===== config.mk =====
export PLATFORM = sky130hd
export DESIGN_NAME = acs_top
export DESIGN_NICKNAME = d
export VERILOG_FILES = /design/src/logic/acs_pkg.sv /design/src/logic/acs_sar.sv /design/src/logic/acs_top.sv
export VERILOG_INCLUDE_DIRS = /design/src /design/src/logic
export SDC_FILE = /design/constraint.sdc
export NUM_CORES = 1
export LEC_CHECK = 0
export BUFFER_PORTS_ARGS = -buffer_cell sky130_fd_sc_hd__buf_2
export CAP_MARGIN = 30
export CORE_MARGIN = 8
export CORE_UTILIZATION = 25
export CTS_CLUSTER_SIZE = 20
export DETAILED_ROUTE_END_ITERATION = 8
export GPL_ROUTABILITY_DRIVEN = 1
export GPL_TIMING_DRIVEN = 0
export PLACE_DENSITY = 0.53
export SLEW_MARGIN = 20
export SYNTH_ARGS = -nofsm -noshare
export SYNTH_HDL_FRONTEND = slang
export SYNTH_HIERARCHICAL = 1
export SYNTH_SLANG_ARGS = --single-unit

===== constraint.sdc =====
create_clock -name aclk -period 3.1 [get_ports aclk]
set_clock_uncertainty 0.05 [all_clocks]
set_input_delay 0.465 -clock aclk [delete_from_list [all_inputs] [get_ports aclk]]
set_output_delay 0.465 -clock aclk [all_outputs]
set_load 0.05 [all_outputs]

===== src/logic/acs_defines.svh =====
// Offsets, field positions, reset values and timing counts
`ifndef ACS_DEFINES_SVH
`define ACS_DEFINES_SVH
`define ACS_AXI_AW        6
`define ACS_OFF_CTRL      6'h00
`define ACS_OFF_RES_HI    6'h04
`define ACS_OFF_RES_LO    6'h08
`define ACS_OFF_IRQ_STAT  6'h0c
`define ACS_OFF_IRQ_CLR   6'h10
`define ACS_OFF_IRQ_EN    6'h14
`define ACS_CTRL_RST      8'h00
`define ACS_BIT_BUSY      0
`define ACS_IRQ_RST       2'h0
`define ACS_IRQ_DONE      0
`define ACS_IRQ_ABORT     1
`define ACS_RESP_OKAY     2'h0
`define ACS_RESP_SLVERR   2'h2
`define ACS_RES_W         10
`define ACS_PRESCALE_MAX  4'hf
`define ACS_SAMPLE_TICKS  2'h3
`define ACS_BIT_TICKS     2'h3
`endif


===== src/logic/acs_pkg.sv =====
// Types shared by the converter control sequencer
package acs_pkg;
  typedef enum logic [1:0] {
    ACS_IDLE    = 2'b00,
    ACS_SAMPLE  = 2'b01,
    ACS_CONVERT = 2'b10
  } acs_state_e;

  // Same layout as the control register, bit 7 down to bit 0
  typedef struct packed {
    logic [3:0] chan_sel;
    logic       diff_mode_sel;
    logic       mux_out_sel;
    logic       clk_div_sel;
    logic       conv_active;
  } acs_ctrl_s;

  typedef struct packed {
    logic [3:0] pos_sel;
    logic [3:0] neg_sel;
    logic       neg_en;
    logic       mux_route_en;
    logic       in_from_pin;
    logic       path_en;
    logic       conv_clk_en;
    logic       sample_hold;
    logic [9:0] trial;
  } acs_afe_s;
endpackage : acs_pkg


===== src/logic/acs_sar.sv =====
// Prescaler and successive approximation sequencer
`timescale 1ns/100ps
`include "acs_defines.svh"
module acs_sar
  import acs_pkg::*;
(
  input  wire logic       aclk,
  input  wire logic       aresetn,
  input  wire logic       start,
  input  wire logic       abort,
  input  wire logic       div16,
  input  wire logic       cmp_sync,
  output logic            busy,
  output logic            done,
  output logic            sample_hold,
  output logic [9:0]      trial,
  output logic [9:0]      result
);
  function automatic logic [9:0] bit_mask(input logic [3:0] idx);
    bit_mask = 10'h001 << idx;
  endfunction : bit_mask

  acs_state_e state_reg, state_next;
  logic [3:0] div_reg;
  logic [1:0] tick_reg;
  logic [3:0] idx_reg;
  logic [9:0] trial_reg;
  logic       done_reg;

  wire logic       running  = (state_reg != ACS_IDLE);
  wire logic       tick     = !div16 || (div_reg == `ACS_PRESCALE_MAX);
  wire logic       smp_end  = tick && (tick_reg == `ACS_SAMPLE_TICKS);
  wire logic       bit_end  = tick && (tick_reg == `ACS_BIT_TICKS);
  wire logic       last_bit = (idx_reg == 4'h0);
  wire logic [9:0] kept     = cmp_sync ? trial_reg
                                       : trial_reg & ~bit_mask(idx_reg);
  wire logic [3:0] idx_dec  = idx_reg - 4'h1;

  always_comb begin
    state_next = state_reg;
    unique case (state_reg)
      ACS_IDLE:    if (start) state_next = ACS_SAMPLE;
      ACS_SAMPLE:  if (smp_end) state_next = ACS_CONVERT;
      ACS_CONVERT: if (bit_end && last_bit) state_next = ACS_IDLE;
      default:     state_next = ACS_IDLE;
    endcase
    if (abort) state_next = ACS_IDLE;
  end

  // Prescaler runs only during a conversion to save power
  always_ff @(posedge aclk) begin
    if (!aresetn || !running) div_reg <= 4'h0;
    else div_reg <= div_reg + 4'h1;
  end

  always_ff @(posedge aclk) begin
    if (!aresetn) begin
      state_reg <= ACS_IDLE;
      tick_reg  <= 2'h0;
      idx_reg   <= 4'h9;
      trial_reg <= 10'h000;
      done_reg  <= 1'b0;
    end else begin
      state_reg <= state_next;
      done_reg  <= (state_reg == ACS_CONVERT) && bit_end && last_bit
                   && !abort;
      if (start && !running) begin
        tick_reg  <= 2'h0;
        idx_reg   <= 4'h9;
        trial_reg <= 10'h000;
      end else if (smp_end && state_reg == ACS_SAMPLE) begin
        tick_reg  <= 2'h0;
        trial_reg <= bit_mask(4'h9);
      end else if (bit_end && state_reg == ACS_CONVERT) begin
        tick_reg  <= 2'h0;
        idx_reg   <= idx_dec;
        trial_reg <= last_bit ? kept : kept | bit_mask(idx_dec);
      end else if (tick && running) begin
        tick_reg  <= tick_reg + 2'h1;
      end
    end
  end

  assign busy        = running;
  assign done        = done_reg;
  assign sample_hold = (state_reg == ACS_SAMPLE);
  assign trial       = trial_reg;
  assign result      = trial_reg;
endmodule : acs_sar


===== src/logic/acs_top.sv =====
// Converter control sequencer with AXI4-Lite register slave
//
// Function
// - Ten-bit results from a successive approximation core, sixteen inputs.
// - Single-ended start converts the one chosen channel, then stops.
// - Differential start converts the one chosen pair, then stops.
// - Software sees a control register and two result registers.
// - Reset clears control, powers converter down, results undefined.
// - Control bits: channel 7:4, mode 3, mux out 2, prescale 1, busy 0.
// - Writing busy one starts a conversion with current settings.
// - Completion clears busy; result registers valid from then.
// - Channel field picks positive input; mode and mux pick negative.
// - Mux output off: sixteen codes usable; on: fourteen channels (differential uses only codes 0 to 11).
// - Single-ended, mux off: code n selects channel n.
// - Differential, mux off: even code pairs up, odd code reverses.
// - Mux output and converter input can be routed to pins.
// - Mode zero is single-ended, mode one differential.
// - Busy low stops prescaler and converter clock.
// - Writing busy zero aborts; a one may follow immediately.
//
// Decided for this implementation: the AXI4-Lite register port and the address map.
`timescale 1ns/100ps
`include "acs_defines.svh"
module acs_top
  import acs_pkg::*;
(
  input  wire logic                    aclk,
  input  wire logic                    aresetn,
  input  wire logic [`ACS_AXI_AW-1:0]  s_axi_awaddr,
  input  wire logic                    s_axi_awvalid,
  output logic                         s_axi_awready,
  input  wire logic [31:0]             s_axi_wdata,
  input  wire logic [3:0]              s_axi_wstrb,
  input  wire logic                    s_axi_wvalid,
  output logic                         s_axi_wready,
  output logic [1:0]                   s_axi_bresp,
  output logic                         s_axi_bvalid,
  input  wire logic                    s_axi_bready,
  input  wire logic [`ACS_AXI_AW-1:0]  s_axi_araddr,
  input  wire logic                    s_axi_arvalid,
  output logic                         s_axi_arready,
  output logic [31:0]                  s_axi_rdata,
  output logic [1:0]                   s_axi_rresp,
  output logic                         s_axi_rvalid,
  input  wire logic                    s_axi_rready,
  input  wire logic                    cmp_in,
  output acs_afe_s                     afe,
  output logic                         irq
);
  function automatic logic addr_known(
    input logic [`ACS_AXI_AW-1:0] a
  );
    addr_known = (a == `ACS_OFF_CTRL)     ||
                 (a == `ACS_OFF_RES_HI)   ||
                 (a == `ACS_OFF_RES_LO)   ||
                 (a == `ACS_OFF_IRQ_STAT) ||
                 (a == `ACS_OFF_IRQ_CLR)  ||
                 (a == `ACS_OFF_IRQ_EN);
  endfunction : addr_known

  // Write channel holding registers
  logic                   aw_hold_reg;
  logic [`ACS_AXI_AW-1:0] aw_addr_reg;
  logic                   w_hold_reg;
  logic [31:0]            w_data_reg;
  logic [3:0]             w_strb_reg;
  logic                   bvalid_reg;
  logic [1:0]             bresp_reg;

  // Read channel
  logic                   rvalid_reg;
  logic [1:0]             rresp_reg;
  logic [31:0]            rdata_reg;

  // Control, configuration and status
  acs_ctrl_s              ctrl_reg;
  acs_ctrl_s              cfg_reg;
  logic [9:0]             result_reg;
  logic [1:0]             irq_stat_reg;
  logic [1:0]             irq_stat_next;
  logic [1:0]             irq_en_reg;
  logic                   irq_reg;
  logic                   cmp_meta_reg;
  logic                   cmp_sync_reg;
  acs_afe_s               afe_reg;
  acs_afe_s               afe_next;

  // Converter core signals
  logic                   sar_busy;
  logic                   sar_done;
  logic                   sar_sample;
  logic [9:0]             sar_trial;
  logic [9:0]             sar_result;

  // Write decode
  wire logic do_write  = aw_hold_reg && w_hold_reg && !bvalid_reg;
  wire logic lane0     = w_strb_reg[0];
  wire logic wr_ctrl   = do_write && lane0 &&
                         (aw_addr_reg == `ACS_OFF_CTRL);
  wire logic wr_clr    = do_write && lane0 &&
                         (aw_addr_reg == `ACS_OFF_IRQ_CLR);
  wire logic wr_en     = do_write && lane0 &&
                         (aw_addr_reg == `ACS_OFF_IRQ_EN);
  wire logic wr_ok     = addr_known(aw_addr_reg);
  wire acs_ctrl_s wr_val = acs_ctrl_s'(w_data_reg[7:0]);

  // Busy bit drives start and abort
  wire logic start_req = wr_ctrl && wr_val.conv_active && !sar_busy;
  wire logic abort_req = wr_ctrl && !wr_val.conv_active && sar_busy;

  // Read decode
  wire logic rd_take   = s_axi_arvalid && !rvalid_reg;
  wire logic rd_ok     = addr_known(s_axi_araddr);
  wire acs_ctrl_s ctrl_view = '{
    chan_sel:      ctrl_reg.chan_sel,
    diff_mode_sel: ctrl_reg.diff_mode_sel,
    mux_out_sel:   ctrl_reg.mux_out_sel,
    clk_div_sel:   ctrl_reg.clk_div_sel,
    conv_active:   sar_busy
  };
  // Result packed right-justified: two bits high, eight bits low
  wire logic [31:0] rd_ctrl  = {24'h000000, ctrl_view};
  wire logic [31:0] rd_hi    = {30'h0, result_reg[9:8]};
  wire logic [31:0] rd_lo    = {24'h000000, result_reg[7:0]};
  wire logic [31:0] rd_stat  = {30'h0, irq_stat_reg};
  wire logic [31:0] rd_en    = {30'h0, irq_en_reg};
  wire logic [31:0] rd_mux   =
    (s_axi_araddr == `ACS_OFF_CTRL)     ? rd_ctrl :
    (s_axi_araddr == `ACS_OFF_RES_HI)   ? rd_hi   :
    (s_axi_araddr == `ACS_OFF_RES_LO)   ? rd_lo   :
    (s_axi_araddr == `ACS_OFF_IRQ_STAT) ? rd_stat :
    (s_axi_araddr == `ACS_OFF_IRQ_EN)   ? rd_en   :
                                          32'h00000000;

  // Settings in force: frozen while converting, live while idle
  wire acs_ctrl_s use_cfg = sar_busy ? cfg_reg : ctrl_reg;
  wire logic      use_mux = use_cfg.mux_out_sel;
  wire logic      use_dif = use_cfg.diff_mode_sel;
  wire logic [3:0] use_ch = use_cfg.chan_sel;

  // Channel decode: partner of a pair is the code with bit 0 flipped
  wire logic [3:0] pos_dec  = use_ch;
  wire logic [3:0] neg_dec  = {use_ch[3:1], ~use_ch[0]};
  // With mux out on, upper pins carry the mux and converter paths
  wire logic       ch_usable = !use_mux || (use_ch < 4'hc) ||
                               (!use_dif && use_ch < 4'he);

  always_comb begin
    afe_next              = afe_reg;
    afe_next.pos_sel      = pos_dec;
    afe_next.neg_sel      = (use_dif && ch_usable) ? neg_dec : 4'h0;
    afe_next.neg_en       = use_dif && ch_usable;
    afe_next.mux_route_en = use_mux;
    afe_next.in_from_pin  = use_mux;
    // Mux path settles ahead of a start when routed to pins
    afe_next.path_en      = (sar_busy || use_mux) && ch_usable;
    afe_next.conv_clk_en  = sar_busy;
    afe_next.sample_hold  = sar_sample;
    afe_next.trial        = sar_trial;
  end

  // Analog comparator arrives asynchronously
  always_ff @(posedge aclk) begin
    if (!aresetn) begin
      cmp_meta_reg <= 1'b0;
      cmp_sync_reg <= 1'b0;
    end else begin
      cmp_meta_reg <= cmp_in;
      cmp_sync_reg <= cmp_meta_reg;
    end
  end

  // Write address and data are taken in either order
  always_ff @(posedge aclk) begin
    if (!aresetn) begin
      aw_hold_reg <= 1'b0;
      aw_addr_reg <= '0;
    end else if (s_axi_awvalid && !aw_hold_reg) begin
      aw_hold_reg <= 1'b1;
      aw_addr_reg <= s_axi_awaddr;
    end else if (do_write) begin
      aw_hold_reg <= 1'b0;
    end
  end

  always_ff @(posedge aclk) begin
    if (!aresetn) begin
      w_hold_reg <= 1'b0;
      w_data_reg <= 32'h00000000;
      w_strb_reg <= 4'h0;
    end else if (s_axi_wvalid && !w_hold_reg) begin
      w_hold_reg <= 1'b1;
      w_data_reg <= s_axi_wdata;
      w_strb_reg <= s_axi_wstrb;
    end else if (do_write) begin
      w_hold_reg <= 1'b0;
    end
  end

  always_ff @(posedge aclk) begin
    if (!aresetn) begin
      bvalid_reg <= 1'b0;
      bresp_reg  <= `ACS_RESP_OKAY;
    end else if (do_write) begin
      bvalid_reg <= 1'b1;
      bresp_reg  <= wr_ok ? `ACS_RESP_OKAY : `ACS_RESP_SLVERR;
    end else if (s_axi_bready) begin
      bvalid_reg <= 1'b0;
    end
  end

  always_ff @(posedge aclk) begin
    if (!aresetn) begin
      rvalid_reg <= 1'b0;
      rresp_reg  <= `ACS_RESP_OKAY;
      rdata_reg  <= 32'h00000000;
    end else if (rd_take) begin
      rvalid_reg <= 1'b1;
      rresp_reg  <= rd_ok ? `ACS_RESP_OKAY : `ACS_RESP_SLVERR;
      rdata_reg  <= rd_mux;
    end else if (s_axi_rready) begin
      rvalid_reg <= 1'b0;
    end
  end

  // Control register; busy bit lives in the core
  always_ff @(posedge aclk) begin
    if (!aresetn) begin
      ctrl_reg <= acs_ctrl_s'(`ACS_CTRL_RST);
    end else if (wr_ctrl) begin
      ctrl_reg <= wr_val;
    end
  end

  // Settings captured at start so later writes cannot disturb it
  always_ff @(posedge aclk) begin
    if (!aresetn) begin
      cfg_reg <= acs_ctrl_s'(`ACS_CTRL_RST);
    end else if (start_req) begin
      cfg_reg <= wr_val;
    end
  end

  // Result left without reset, as its contents are undefined
  always_ff @(posedge aclk) begin
    if (sar_done) begin
      result_reg <= sar_result;
    end
  end

  // Sticky events: a new event beats a clear in the same cycle
  always_comb begin
    irq_stat_next = irq_stat_reg;
    if (wr_clr) begin
      irq_stat_next = irq_stat_next & ~w_data_reg[1:0];
    end
    if (sar_done) begin
      irq_stat_next[`ACS_IRQ_DONE] = 1'b1;
    end
    if (abort_req) begin
      irq_stat_next[`ACS_IRQ_ABORT] = 1'b1;
    end
  end

  always_ff @(posedge aclk) begin
    if (!aresetn) begin
      irq_stat_reg <= `ACS_IRQ_RST;
      irq_en_reg   <= `ACS_IRQ_RST;
      irq_reg      <= 1'b0;
    end else begin
      irq_stat_reg <= irq_stat_next;
      irq_reg      <= |(irq_stat_next & (wr_en ? w_data_reg[1:0]
                                               : irq_en_reg));
      if (wr_en) begin
        irq_en_reg <= w_data_reg[1:0];
      end
    end
  end

  // Front end drive; reset leaves converter powered down
  always_ff @(posedge aclk) begin
    if (!aresetn) begin
      afe_reg <= '0;
    end else begin
      afe_reg <= afe_next;
    end
  end

  acs_sar u_sar (
    .aclk        (aclk),
    .aresetn     (aresetn),
    .start       (start_req),
    .abort       (abort_req),
    .div16       (cfg_reg.clk_div_sel),
    .cmp_sync    (cmp_sync_reg),
    .busy        (sar_busy),
    .done        (sar_done),
    .sample_hold (sar_sample),
    .trial       (sar_trial),
    .result      (sar_result)
  );

  assign s_axi_awready = !aw_hold_reg;
  assign s_axi_wready  = !w_hold_reg;
  assign s_axi_bvalid  = bvalid_reg;
  assign s_axi_bresp   = bresp_reg;
  assign s_axi_arready = !rvalid_reg;
  assign s_axi_rvalid  = rvalid_reg;
  assign s_axi_rresp   = rresp_reg;
  assign s_axi_rdata   = rdata_reg;
  assign afe           = afe_reg;
  assign irq           = irq_reg;
endmodule : acs_top


# --- Word-level counts from Yosys, hierarchy flattened ---
# Cells that the tools add are included.
classes:
  addsub: 3
  n_mul: 0
  n_div: 0
  magnitude_cmp: 2
  n_eq_ne: 17
  shifts: 2
  muxes: 27
  bitwise_logic: 9
  n_reduce_logical: 68
op_table:
  columns: ["op", "n"]
  rows:
  - ["$mux 10", 4]
  - ["$mux 8", 4]
  - ["$eq 6x4->1 const B", 4]
  - ["$eq 6x5->1 const B", 4]
  - ["$logic_and 1x1->1", 24]
  - ["$shl 1x4->10 const A", 2]
  - ["$mux 2", 9]
  - ["$logic_or 1x1->1", 15]
  - ["$eq 6x3->1 const B", 2]
  - ["$logic_not 6->1", 2]
  - ["$reduce_bool 2->1", 6]
  - ["$logic_not 1->1", 11]
  - ["$and 10x10->10", 1]
  - ["$not 10->10", 1]
  - ["$or 10x10->10", 1]
  - ["$mux 1", 9]
  - ["$lt 4x4->1 const B", 2]
  - ["$ne 2x1->1 const B", 3]
  - ["$pmux 2 s3", 1]
  - ["$reduce_or 2->1", 3]
  - ["$add 4x1->4 const B", 1]
  - ["$and 2x2->2", 2]
  - ["$eq 2x2->1 const B", 2]
  - ["$eq 4x4->1 const B", 1]
  - ["other kinds (11)", 14]
totals:
  ff_bits: 134
  latchBits: 0
  ramBits: 0
  rom_bits: 0
  input_bits: 56
  output_inout_bits: 66
  elab_cells: 169
  mem_count: 0

# --- Depth between registers and ports, before layout ---
# Gate-level depths: netlist of the first run.
logic_depth:
  depth_word: 9
  depth_mapped: 11
  ltp_nobuf: 9

# --- Modules after synthesis ---
# The synthesis of the first run kept the hierarchy.
modules_own_cells:
  columns: ["mod", "n_inst", "cells_each", "area_per_inst_um2", "seq_area_each_um2"]
  rows:
  - ["acs_top", 1, 333, 3183.1, 1761.7]
  - ["acs_sar", 1, 144, 1303.8, 460.4]

# --- Worst setup path after synthesis of the first run ---
# Ideal clock, no wire load.
synth_path:
  path_type: "reg-to-reg"
  startpoint: "register aw_hold_reg"
  endpoint: "register u_sar.trial_reg[4] (netlist: u_sar/result[4])"
  setup_time_ns: 0.117
  arrival_time_ns: 2.698
  required_ns: 2.933
  slack_ns: 0.234
  stages_incl_launch_ff: 11
  path_buffers: 1
  synth_period_minus_slack_ns: 2.866
  path_cell_list: "dfxtp_1 inv_1 or4_1 or4_1 or3_1 nor2_1 nor2b_1 o21bai_2 and2_4 buf_6 a32o_2"
synth_via:
  elab_chain_cells: 8
synth_rtl:
  columns: ["item", "line", "source"]
  rows:
  - ["start, declared", "acs_top.sv:62", "logic aw_hold_reg;"]
  - ["start signal, assigned", "acs_top.sv:176", "aw_hold_reg <= 1'b0;"]
  - ["start signal, assigned", "acs_top.sv:179", "aw_hold_reg <= 1'b1;"]
  - ["start signal, assigned", "acs_top.sv:182", "aw_hold_reg <= 1'b0;"]
  - ["$logic_and 1x1->1 (2 in series)", "acs_top.sv:96", "wire logic do_write = aw_hold_reg && w_hold_reg && !bvalid_reg;"]
  - ["$logic_and 1x1->1 (2 in series)", "acs_top.sv:98", "wire logic wr_ctrl = do_write && lane0 &&"]
  - ["$logic_and 1x1->1 (2 in series)", "acs_top.sv:108", "wire logic start_req = wr_ctrl && wr_val.conv_active && !sar_busy;"]
  - ["via start_req", "acs_top.sv:108", null]
  - ["$logic_and 1x1->1", "acs_sar.sv:67", "if (start && !running) begin"]
  - ["$reduce_or 3->1 (no source line)", null, null]
  - ["end signal, assigned", "acs_sar.sv:73", "trial_reg <= bit_mask(4'h9);"]
  - ["end signal, assigned", "acs_sar.sv:77", "trial_reg <= last_bit ? kept : kept | bit_mask(idx_dec);"]
  - ["end, declared", "acs_sar.sv:27", "logic [9:0] trial_reg;"]
# The timed path passes the listed nets, and every way through them passes these cells.
# A chain may end at the register's enable or synchronous reset.

# --- Worst setup path after layout of the first run ---
layout_path:
  startpoint: "register w_hold_reg"
  endpoint: "register u_sar.trial_reg[4] (netlist: u_sar/result[4])"
layout_via:
  elab_chain_cells: 8
layout_rtl:
  columns: ["item", "line", "source"]
  rows:
  - ["start, declared", "acs_top.sv:64", "logic w_hold_reg;"]
  - ["start signal, assigned", "acs_top.sv:188", "w_hold_reg <= 1'b0;"]
  - ["start signal, assigned", "acs_top.sv:192", "w_hold_reg <= 1'b1;"]
  - ["start signal, assigned", "acs_top.sv:196", "w_hold_reg <= 1'b0;"]
  - ["$logic_and 1x1->1 (2 in series)", "acs_top.sv:96", null]
  - ["$logic_and 1x1->1 (2 in series)", "acs_top.sv:98", null]
  - ["$logic_and 1x1->1 (2 in series)", "acs_top.sv:108", null]
  - ["via start_req", "acs_top.sv:108", null]
  - ["$logic_and 1x1->1", "acs_sar.sv:67", null]
  - ["$reduce_or 3->1 (no source line)", null, null]
# The timed path passes the listed nets, and every way through them passes these cells.

==> results of run 1 <==
==> critical path: cells and delay by family, from the launching register on <==
kind | cells | cell delay, ns
DFF | 1 | 0.40
and+or+nand+nor | 6 | 1.79
AOI/OAI and AO/OA | 2 | 0.34
buffers and inverters | 2 | 0.18
==> cell type report <==
cell class / count / area, um^2
Buffer: 58 / 377
Timing Repair Buffer: 67 / 335
Tap cell: 229 / 287
Multi-Input combinational cell: 327 / 1940
Clock buffer: 12 / 289
Inverter: 11 / 41.3
Clock inverter: 2 / 17.5
Sequential cell: 106 / 2220
Fill cell: 1853 / 12300
==> synth_stat cells, types with 3 or more instances <==
master    count  area share (%)
buf_2         4            0.45
a211oi_1      5            0.84
nand2_1      51             4.3
dfxtp_1      96              43
buf_4        37             6.2
ha_1          7             2.0
o31ai_1       3            0.50
nor2b_1      11             1.5
or3_1         3            0.42
o21ai_0      11             1.2
a21oi_1      25             2.8
a221oi_1      6             1.2
xor2_1        5            0.98
a31oi_1       5            0.70
edfxtp_1     10             6.7
nand2b_1      5            0.70
nand3_1      17             1.9
and3_1        3            0.42
inv_1         9            0.75
a32o_1        8             1.8
nor4_1        3            0.42
nand3b_1      4            0.67
nor3_1        8            0.89
and2_1       14             2.0
clkbuf_1     15             1.3
nor2_1       58             4.9
mux2i_1      26             5.8
==> final timing paths <==
kind	startpoint	end	slack (ns)	cells after the start
max	w_hold_reg	u_sar/result[4]	0.20	10
min reg2reg	cmp_meta_reg	cmp_sync_reg	0.39	1
max reg2reg	w_hold_reg	u_sar/result[4]	0.20	10
min	s_axi_rready	s_axi_rvalid	0.26	2
==> metal layers <==
layer | vias up | share of wire, % | wire, um
li1 | 1776 | - | -
met1 | 1607 | 42 | 4390
met2 | 113 | 49 | 5180
met3 | 18 | 7.2 | 755
met4 | 0 | 2.2 | 230
met5 | - | 0 | 0
==> metrics by stage <==
| stage | setup slack (ns) | area [um^2] |
|---|---|---|
| floorplan | 0.234 | 4580 |
| global placement | 0.203 | 5200 |
| detailed placement | 0.166 | 5200 |
| CTS | 0.146 | 5510 |
| global route | 0.0510 | 5510 |
| finish | 0.201 | 5510 |
==> cell families (layout without fill, tap and decap cells) <==
family | count (synthesis) | after routing | share of synthesized area (%)
AO/OA/AOI/OAI | 71 | 71 | 11.1
AND/OR/NAND/NOR | 190 | 190 | 20.9
flip-flops | 106 | 106 | 49.5
other | 1 | 26 | 0.0836
adder cells (fa/ha/maj) | 7 | 7 | 1.95
multiplexers | 26 | 26 | 5.80
XOR/XNOR | 7 | 7 | 1.37
buffers and inverters | 69 | 150 | 9.31
==> power groups by stage <==
stage               clock network [mW]  registers [mW]  logic (mW)
global route                      1.22            1.43       0.291
global placement                     0            1.46       0.266
CTS                               1.17            1.43       0.270
detailed placement                   0            1.46       0.269
finish                            1.14            1.43       0.270
floorplan                            0            1.48       0.182
==> impl_metrics.yaml, run 1 <==
clocking:
  cts_resized: 0
  cts_max_path_buffers: 2
  cts_sinks: 106
  numCtsBuffers: 9
  cts_htree_levels: 3
  clk_latency_ns: 0.34
  cts_tree: "built"
  cts_post_setup_buffers_inserted: 0
  root_buffer: "clkbuf_16"
  hold_buffers: 0
  path_clk_slew_ns: 0.07
drt:
  dr_total_vias: 3514
  wl_per_cell_um: 13.0
  drt_iter0_drc: 197
  via_per_inst: 4.33
  first_pass_iters: 5
  wl_mm: 10.6
  ant_nets: 0
  post-route-drc-count: 0
synth:
  synth.yosys.seq_area_share_pct: 49.5
  avgSynthCellArea_um2: 9.41
  syn_inst: 477
  async_flop_share_pct: 0
  synth_edf_count: 10
  synth_area_um2: 4490
  yosysWarnings: 6
  synth-seq-cells: 106
  ys_types: 50
  ys.flop_type: "dfxtp_1"
grt:
  antenna_found_initial: 0
  grt_pass1_vias: 3415
  grt_pass1_wl_mm: 16.9
  grtUsageTotal_pct: 9.29
  grt_most_used_layer: "met2"
  global_route.usage.met3_pct: 2.48
  gr-total-overflow: 0
  grt_use_met2_pct: 15.9
  use_met1_pct: 10.5
  grt_max_degree: 17
timing:
  holdWs_ns: 0.257
  tightest_slew_ns: 0.681
  min_period_ns: 2.90
  slew_headroom_pct: 54.2
  drv_slew: 0
  fmax_mhz: 345
  post-route-period-util_pct: 93.5
  rsz0062_at_grt: "no"
  hold_violations: 0
  setup_viol: 0
  fin_setup_tns_ns: 0
setup_path:
  cpPeakStageDelay_ns: 0.49
  cp-end-kind: "register"
  startpoint_type: "register"
  critPathKind: "register to register"
  crit_arrival_ns: 3.08
  critPathMostFrequentCell: "or4_1"
  worst_ep_required_time_ns: 3.28
  crit_path_max_fanout: 8
  crit_chain: "inv_2, or4_1, or4_1, or3_1, nor2_1, nor2b_1, o21bai_2, and2_4, buf_6, a32o_2"
  cpMaxStageDelayCell: "or4_1"
die:
  rows: 49
  core_area_um2: 17800
  dieArea_um2: 22500
  dieHeight_um: 150
  io_pins: 122
  start_util_pct: 25.2
  dieWidth_um: 150
layout:
  nets: 643
  final_common_cell: "dfxtp_1"
  final_cells: 812
  drive_gt1_share_pct: 23.5
  largest_reg_flops: 23
  diodes: 0
  layout_common_cells: "dfxtp_1, buf_2, nor2_1"
  area_delta_synth_final_pct: 22.8
  fin_util_pct: 31.0
pwr:
  combPwrFrac_pct: 9.5
  seq_power_share_pct: 50.3
  power_mw: 2.84
  p_leak_nw: 2.36
  p_int_mw: 2.14
  ir_drop_uv: 236
  switchingPower_mw: 0.695
  clkPwrFrac_pct: 40.2
  p_per_area_nw_per_um2: 515
  swShare_pct: 24.5
flow_run:
  maxCapViolations: 0
place:
  dp_cells: 798
  place.gp.congestion: 0.804
  numPortBuffers: 67
  hpwl_mm: 8.23
run_status:
  status: "complete, no violations"
worst_hold_path:
  hold_path_class: "input pin to register"
Power figures use the tool's default switching activity.
==> run 2: changes to the inputs <==
Settings changed: PLACE_DENSITY 0.53 to unset, SKIP_CTS_REPAIR_TIMING set to 1.
==> run 2 against run 1 <==
Compared with the run above:
- flip-flop and latch count is the same
- global-route usage is essentially flat
- register-to-register slack lost 0.03 ns
==> impl_metrics.yaml, run 2 (synthesized netlist as in run 1, its figures left out) <==
drt:
  post-route-drc-count: 0
  ant_nets: 0
  drt_iter0_drc: 118
  wl_mm: 10.5
  first_pass_iters: 4
  via_per_inst: 4.27
  dr_total_vias: 3475
  wl_per_cell_um: 12.9
layout:
  nets: 643
  drive_gt1_share_pct: 23.6
  layout_common_cells: "dfxtp_1, buf_2, nor2_1"
  multi_input_area_um2: 1940
  diodes: 0
  largest_reg_flops: 23
  regArea_um2: 2220
  final_common_cell: "dfxtp_1"
  fillerInstances: 1908
  area_delta_synth_final_pct: 22.2
pwr:
  p_per_area_nw_per_um2: 506
  power_mw: 2.77
  p_leak_nw: 2.34
  ir_drop_uv: 227
setup_path:
  ff2ff_setup_slack_ns: 0.17
  startpoint_type: "register"
  r2r_start: "w_hold_reg"
  worst_ep_required_time_ns: 3.29
  reg2regPathDepth: 10
  crit_path_max_fanout: 8
  cpMaxStageDelayCell: "or4_1"
  cpPeakStageDelay_ns: 0.49
  critPathMostFrequentCell: "or4_1"
  crit_arrival_ns: 3.12
  crit_chain: "inv_2, or4_1, or4_1, or3_1, nor2_1, nor2b_1, o21bai_2, and2_4, buf_6, a32o_2"
  cp-end-kind: "register"
  endpoint: "u_sar/result[4]"
  r2r_end: "u_sar/result[4]"
  critPathKind: "register to register"
  cp-startpoint: "w_hold_reg"
clocking:
  clk_latency_ns: 0.35
  cts_max_path_buffers: 2
  path_clk_slew_ns: 0.08
  numCtsBuffers: 9
  cts_htree_levels: 3
  cts_tree: "built"
  root_buffer: "clkbuf_16"
  cts_sinks: 106
place:
  numPortBuffers: 67
  hpwl_mm: 7.99
  place.gp.congestion: 0.799
timing:
  rsz0062_at_grt: "no"
  hold_violations: 0
  slew_headroom_pct: 51.2
  min_period_ns: 2.93
  fin_setup_tns_ns: 0
  tightest_slew_ns: 0.726
  post-route-period-util_pct: 94.6
  fmax_mhz: 341
  drv_slew: 0
  setup_viol: 0
grt:
  gr-total-overflow: 0
  grt_pass1_wl_mm: 16.7
  grt_pass1_vias: 3268
  antenna_found_initial: 1
  grtUsageTotal_pct: 9.25
  grt_max_degree: 19
flow_run:
  maxCapViolations: 0
die:
  io_pins: 122
  start_util_pct: 25.2
  core_area_um2: 17800
  dieWidth_um: 150
  dieHeight_um: 150
  dieArea_um2: 22500
  rows: 49
worst_hold_path:
  hold_path_class: "input pin to register"
  hold_depth: 2
run_status:
  status: "complete, no violations"
-- run 2: per-stage QoR --
step | util (%) | area [um^2] | hold WS (ns) | cells | setup WS, ns
finish | 30.8 | 5480 | 0.255 | 814 | 0.168
detailed placement | 29.3 | 5200 | 0.374 | 798 | 0.157
CTS | 30.8 | 5480 | 0.242 | 814 | 0.139
global placement | 29.3 | 5200 | 0.373 | 798 | 0.168
floorplan | - | 4580 | 0.362 | 502 | 0.234
global route | 30.8 | 5480 | 0.260 | 814 | 0.00145
-- run 2: worst min-delay path by stage --
stage / startpoint / end / slack, ns
floorplan: cmp_meta_reg / cmp_sync_reg / 0.36
global placement: cmp_meta_reg / cmp_sync_reg / 0.37
detailed placement: cmp_meta_reg / cmp_sync_reg / 0.37
CTS: s_axi_rready / s_axi_rvalid / 0.24
global route: s_axi_rready / s_axi_rvalid / 0.26
finish: s_axi_rready / s_axi_rvalid / 0.25
-- run 2: worst max-delay path, delay by kind of cell (launching register included) --
kind	cells	cell delay, ns
AO/OA/AOI/OAI	2	0.33
AND/OR/NAND/NOR	6	1.85
buffers and inverters	2	0.20
flip-flops	1	0.40
-- run 2: final cells by class --
cell class,instances,area share [%]
inverter,11,0.753
sequential,106,40.5
timing repair buffer,67,6.12
clock buffer,10,4.18
tap,229,5.23
multi-input combinational,327,35.4
buffer,58,6.87
clock inverter,6,0.913
-- run 2: report_power, final --
part	total [mW]	switching, mW	internal, mW
registers	1.43	0.0227	1.40
logic	0.270	0.192	0.0785
clock network	1.08	0.521	0.555
-- run 2: metal layers --
| metal | global-route usage, % | vias to the layer above | wire [um] |
|---|---|---|---|
| met5 | 0 | - | 12 |
| met4 | 3.30 | 2 | 149 |
| met3 | 2.18 | 12 | 586 |
| met2 | 16.0 | 69 | 5250 |
| met1 | 11.0 | 1608 | 4480 |
| li1 | - | 1784 | - |
